==> src/shared/aif_pkg.sv <==
// Package: register map, field positions and event carrier for the flag block
package aif_pkg;

    // ------------------------------------------------------------
    // Register map
    // ------------------------------------------------------------
    localparam logic [15:0] ADDR_FLAG_STATUS_A = 16'h3010;
    localparam logic [15:0] ADDR_FLAG_STATUS_B = 16'h3014;
    localparam logic [15:0] ADDR_CUSTOM_GEN    = 16'h209C;

    // ------------------------------------------------------------
    // Reset values
    // ------------------------------------------------------------
    localparam logic [31:0] RST_FLAG_STATUS = 32'h0000_0000;
    localparam logic [31:0] RST_CUSTOM_GEN  = 32'h0000_0010;

    // ------------------------------------------------------------
    // Field positions in the flag status word
    // ------------------------------------------------------------
    localparam int FLAG_WIDTH              = 13;
    localparam int POS_CONVERSION_DONE     = 0;
    localparam int POS_IMPEDANCE_DONE      = 1;
    localparam int POS_FILTER_READY        = 2;
    localparam int POS_TEMP_DONE           = 3;
    localparam int POS_LOWER_LIMIT_FAULT   = 4;
    localparam int POS_UPPER_LIMIT_FAULT   = 5;
    localparam int POS_DELTA_FAULT         = 6;
    localparam int POS_MEAN_DONE           = 7;
    localparam int POS_VARIANCE_DONE       = 8;
    localparam int POS_CUSTOM_IRQ0         = 9;
    localparam int CUSTOM_COUNT            = 4;

    // Generator register trigger field occupies bits 3..0
    localparam int GEN_TRIG_LSB = 0;

    // ------------------------------------------------------------
    // Measurement event carrier, one-cycle pulses
    // ------------------------------------------------------------
    typedef struct packed {
        logic variance_done;
        logic mean_done;
        logic delta_fail;
        logic max_fail;
        logic min_fail;
        logic temp_done;
        logic filter_ready;
        logic impedance_done;
        logic conversion_done;
    } aif_evt_s;

endpackage

==> src/core/aif_flags.sv <==
// Interrupt flag status word (low half) and sequencer custom interrupt generator
module aif_flags (
    // Clock, reset, enable
    input  wire logic             clock,
    input  wire logic             sys_rst,
    input  wire logic             clk_en,
    // Measurement events, one-cycle pulses
    input  wire aif_pkg::aif_evt_s evt,
    // Per-bit clear requests from the clear logic
    input  wire logic [12:0]      flag_clr,
    // Sequencer register write port
    input  wire logic             seq_wr,
    input  wire logic [15:0]      seq_addr,
    input  wire logic [31:0]      seq_wdata,
    // Host serial register port
    input  wire logic             host_wr,
    input  wire logic             host_rd,
    input  wire logic [15:0]      host_addr,
    input  wire logic [31:0]      host_wdata,
    output logic      [31:0]      host_rdata,
    output logic                  host_rvalid,
    // Flag word and generator register for neighbouring logic
    output logic      [31:0]      interrupt_flag_status,
    output logic      [31:0]      custom_interrupt_generator
);

    // ------------------------------------------------------------
    // Flag state and generator trigger bits
    // ------------------------------------------------------------
    logic [12:0] flags;
    logic [12:0] next_flags;
    logic [3:0]  gen_trig;
    logic [3:0]  next_gen_trig;
    logic [12:0] flag_set;
    logic        seq_gen_wr;
    logic [3:0]  seq_trig;
    logic [31:0] next_rdata;
    logic        next_rvalid;

    // Only the sequencer port can reach the generator; host writes go nowhere
    assign seq_gen_wr = seq_wr && (seq_addr == aif_pkg::ADDR_CUSTOM_GEN);
    assign seq_trig   = seq_gen_wr ? seq_wdata[aif_pkg::GEN_TRIG_LSB +: 4] : 4'h0;

    // Set vector assembled by field position
    always_comb begin
        flag_set = '0;
        flag_set[aif_pkg::POS_CONVERSION_DONE]   = evt.conversion_done;
        flag_set[aif_pkg::POS_IMPEDANCE_DONE]    = evt.impedance_done;
        flag_set[aif_pkg::POS_FILTER_READY]      = evt.filter_ready;
        flag_set[aif_pkg::POS_TEMP_DONE]         = evt.temp_done;
        flag_set[aif_pkg::POS_LOWER_LIMIT_FAULT] = evt.min_fail;
        flag_set[aif_pkg::POS_UPPER_LIMIT_FAULT] = evt.max_fail;
        flag_set[aif_pkg::POS_DELTA_FAULT]       = evt.delta_fail;
        flag_set[aif_pkg::POS_MEAN_DONE]         = evt.mean_done;
        flag_set[aif_pkg::POS_VARIANCE_DONE]     = evt.variance_done;
        flag_set[aif_pkg::POS_CUSTOM_IRQ0 +: aif_pkg::CUSTOM_COUNT] = seq_trig;
    end

    // Sticky flags; a set in the clear cycle wins so no event is lost
    always_comb begin
        next_flags    = (flags & ~flag_clr) | flag_set;
        next_gen_trig = (gen_trig & ~flag_clr[aif_pkg::POS_CUSTOM_IRQ0 +: 4]) | seq_trig;
    end

    always_ff @(posedge clock or posedge sys_rst) begin
        if (sys_rst) begin
            flags    <= aif_pkg::RST_FLAG_STATUS[12:0];
            gen_trig <= aif_pkg::RST_CUSTOM_GEN[3:0];
        end else if (clk_en) begin
            flags    <= next_flags;
            gen_trig <= next_gen_trig;
        end
    end

    // ------------------------------------------------------------
    // Host read path, answer one edge after the request
    // ------------------------------------------------------------
    // Generator reads from the host return zero: the value carries no meaning there
    always_comb begin
        next_rdata  = 32'h0000_0000;
        next_rvalid = host_rd;
        if (host_rd) begin
            unique case (host_addr)
                aif_pkg::ADDR_FLAG_STATUS_A: next_rdata = {19'h0, next_flags};
                aif_pkg::ADDR_FLAG_STATUS_B: next_rdata = {19'h0, next_flags};
                aif_pkg::ADDR_CUSTOM_GEN:    next_rdata = 32'h0000_0000;
                default:                     next_rdata = 32'h0000_0000;
            endcase
        end
    end

    always_ff @(posedge clock or posedge sys_rst) begin
        if (sys_rst) begin
            host_rdata  <= 32'h0000_0000;
            host_rvalid <= 1'b0;
        end else if (clk_en) begin
            host_rdata  <= next_rdata;
            host_rvalid <= next_rvalid;
        end
    end

    // Reserved upper generator bits are constant, read-only
    assign interrupt_flag_status      = {19'h0, flags};
    assign custom_interrupt_generator = {aif_pkg::RST_CUSTOM_GEN[31:4], gen_trig};

    // Every trigger bit is checked on its own, since a swapped pair would pass a bit 0 check
    for (genvar n = 0; n < aif_pkg::CUSTOM_COUNT; n++) begin : g_custom_chk

    end
endmodule

==> config.mk <==
export PLATFORM = sky130hd
export DESIGN_NAME = aif_flags
export DESIGN_NICKNAME = d
export VERILOG_FILES = /design/src/shared/aif_pkg.sv /design/src/core/aif_flags.sv
export SDC_FILE = /design/constraint.sdc
export NUM_CORES = 1
export LEC_CHECK = 0
export BUFFER_PORTS_ARGS = -buffer_cell sky130_fd_sc_hd__buf_2
export CORE_AREA = 2 2 85 87
export CTS_BUF_LIST = sky130_fd_sc_hd__clkbuf_8
export CTS_CLUSTER_DIAMETER = 30
export DETAILED_ROUTE_END_ITERATION = 10
export DIE_AREA = 0 0 87 89
export PLACE_DENSITY = 0.71
export SYNTH_ARGS = -nofsm -noshare
export SYNTH_HDL_FRONTEND = slang
export SYNTH_SLANG_ARGS = --single-unit
==> constraint.sdc <==
create_clock -name clock -period 2.4 [get_ports clock]
set_input_delay 0.24 -clock clock [delete_from_list [all_inputs] [get_ports clock]]
set_output_delay 0.24 -clock clock [all_outputs]
set_load 0.01 [all_outputs]
==> out/metrics.csv <==
stage,metric,value,unit
layout,multi_input_area,826,um^2
layout,layout-drive-gt1-share,37.6,%
global_route,grt_max_degree,45,
logic_synthesis,syn-cell-area,0.00199,mm^2
floorplanning,io_pins,221,
detailed_routing,wirelength,4420,um
worst_setup_path,critical_path_arrival,1.74,ns
floorplanning,die_x,87,um
clock_tree,clkLatencyLatePin,0.28,ns
detailed_routing,num_vias,1582,
logic_synthesis,seq_area_frac_synth,38.9,%
logic_synthesis,yosysWarnings,0,
logic_synthesis,ys_ff_latch,31,
worst_setup_path,worst_r2r_endpoint,host_rdata[11],
logic_synthesis,yosys.area_share.simple,9.99,%
worst_setup_path,r2r_cells,3,
logic_synthesis,syn_area_per_cell,9.53,um^2
layout,diodes,0,
clock_tree,cts.repair.resized,0,
power_and_ir_drop,leakagePower,1.34,nW
place,portBuffers,92,
worst_setup_path,reg2reg_from,host_rdata[11],
floorplanning,start_util,29.6,%
logic_synthesis,synth_fa_ha_area_share,0,%
clock_tree,postCtsHoldBufs,0,
timing,whs,0.0411,ns
detailed_routing,drt_iter0_drc,48,
timing,tightest_slew,0.729,ns
floorplanning,dieHeight,89,um
timing,slew_headroom,50.9,%
place,place.gp.congestion,0.745,
place,dp_cells,375,
clock_tree,cts_max_level,2,
global_route,track_usage,10.8,%
detailed_routing,drc,0,
layout,mostFrequentLayoutCell,buf_2,
clock_tree,cts_inserted_buffers,5,
min_path,hp-class,in -> async,
timing,period_share,63.6,%
place,hpwlAfterDp,3440,um
worst_setup_path,worstSetupPathType,in -> reg,
detailed_routing,first_pass_iters,4,
logic_synthesis,synth_top_family_by_area,buffers and inverters,
global_route,grt_pass1_wl,6470,um
layout,seq_area,776,um^2
timing,clock_skew,0.00549,ns
timing,max_clock_freq,655,MHz
floorplanning,die_area,0.00774,mm^2
layout,final_cell_mix,"92 x buf_2, 66 x conb_1, 31 x dfrtp_1",
timing,setup_viol,0,
global_route,antenna_found_initial,0,
floorplanning,coreArea,0.00672,mm^2
timing,finalHoldViolations,0,
logic_synthesis,async_reset_ff_share,100,%
logic_synthesis,synthXorXnorAreaFrac,0,%
flow_run,cap_violations,0,
power_and_ir_drop,power.density,509,mW/mm^2
clock_tree,clockRootBuffer,clkbuf_8,
worst_setup_path,reg2reg_slack,1.53,ns
timing,setup_tns,0,ns
status,outcome,finished clean,
timing,min_period,1.53,ns
worst_setup_path,start_kind,input port,
global_route,grt_pass1_vias,1422,
clock_tree,cts_tree,yes,
detailed_routing,wire_per_inst,11.5,um
clock_tree,cts.sinks,31,
power_and_ir_drop,peakVddDrop,0.188,mV
logic_synthesis,synth_edf_count,0,
clock_tree,cts_setup_buffers,0,
worst_setup_path,required,2.61,ns
layout,n_fill_cell,683,
clock_tree,clock_path_buffers,2,
detailed_routing,drt.antenna.violating_nets,0,
layout,nets,426,
logic_synthesis,synthCells,209,
timing,slew_viol_final,0,
logic_synthesis,ys_types,24,
timing,rsz0062_at_grt,no,
logic_synthesis,synthMuxAreaShare,0.565,%
global_route,overflow,0,
logic_synthesis,synthFlopType,dfrtp_1,
layout,final_cells,383,
layout,area_growth,19.4,%
worst_setup_path,cp-end-kind,register,
worst_setup_path,crit_path_max_fanout,4,
power_and_ir_drop,power,0.00121,W
detailed_routing,viasPerCell,4.13,
clock_tree,path_clk_slew,0.07,ns
floorplanning,num_rows,30,
logic_synthesis,synth_compound_area_share,18.5,%
worst max-delay path, cell delays in order:
cell     delay [ns]
buf_2          0.10
nor4_1         0.28
nand4_1        0.21
nor4_1         0.65
a22o_1         0.25
worst max-delay path by stage:
stage	start	to	slack, ns
final	seq_addr[8]	gen_trig[3]	0.87
after global routing	seq_addr[8]	flags[12]	0.68
after CTS	seq_addr[8]	gen_trig[3]	0.91
after detailed placement	seq_addr[8]	gen_trig[3]	0.61
after global placement	seq_addr[8]	gen_trig[3]	0.70
after floorplan	clk_en	host_rdata[0]	0.93
state kept, by name, indices dropped and copies added, names as in the netlist:
register and cells:
flags 13, gen_trig 4, host_rdata 13, host_rvalid 1
synth_stat cells, types with 2 or more instances:
master / instances / area [um^2]
nor4bb_1: 2 / 20.0
nor4_1: 5 / 31.3
nor2_1: 2 / 7.51
a21oi_1: 9 / 45.0
nand4_1: 2 / 12.5
conb_1: 2 / 7.51
inv_1: 27 / 101
dfrtp_1: 31 / 776
o22ai_2: 7 / 87.6
o22ai_1: 2 / 12.5
o21ai_0: 4 / 20.0
a2bb2oi_2: 3 / 45.0
nand2_1: 13 / 48.8
a22o_1: 17 / 149
clkbuf_1: 4 / 15.0
nand2b_1: 5 / 31.3
buf_4: 67 / 503
stage by stage:
step / util (%) / instance area (um^2) / setup WS (ns)
6_report: 35.4 / 2380 / 0.874
5_1_grt: 35.4 / 2380 / 0.679
4_1_cts: 35.4 / 2380 / 0.907
3_5_place_dp: 33.9 / 2280 / 0.613
3_3_place_gp: 33.9 / 2280 / 0.698
2_1_floorplan: - / 2230 / 0.927
metal layers:
| metal | global-route usage, % | part of all wire [%] | up-vias |
|---|---|---|---|
| met5 | 0 | 0 | - |
| met2 | 18.5 | 51 | 93 |
| met1 | 13.1 | 40 | 734 |
| met3 | 3.14 | 8.1 | 4 |
| met4 | 3.69 | 0.66 | 0 |
| li1 | - | - | 751 |
area by class of cell:
class	instances	share of cell area (%)
clock buffer	7	4.05
clock inverter	1	0.158
inverter	27	4.26
multi-input combinational	143	34.7
sequential	31	32.6
tap	80	4.21
timing repair buffer	94	20.0
power breakdown:
part           switching (W)  internal (W)  total [W]  leakage, nW
sequential         0.0000143      0.000542   0.000556        0.407
combinational       0.000125     0.0000781   0.000203        0.882
clock               0.000193      0.000257   0.000451       0.0557
logic make-up (layout without fill, tap and decap cells):
kind of cell / Yosys count / count (layout)
flip-flops: 31 / 31
AO/OA/AOI/OAI: 43 / 43
other: 2 / 66
buffers and inverters: 99 / 129
AND/OR/NAND/NOR: 33 / 33
multiplexers: 1 / 1
No activity file was read; power rests on OpenSTA's default activity.
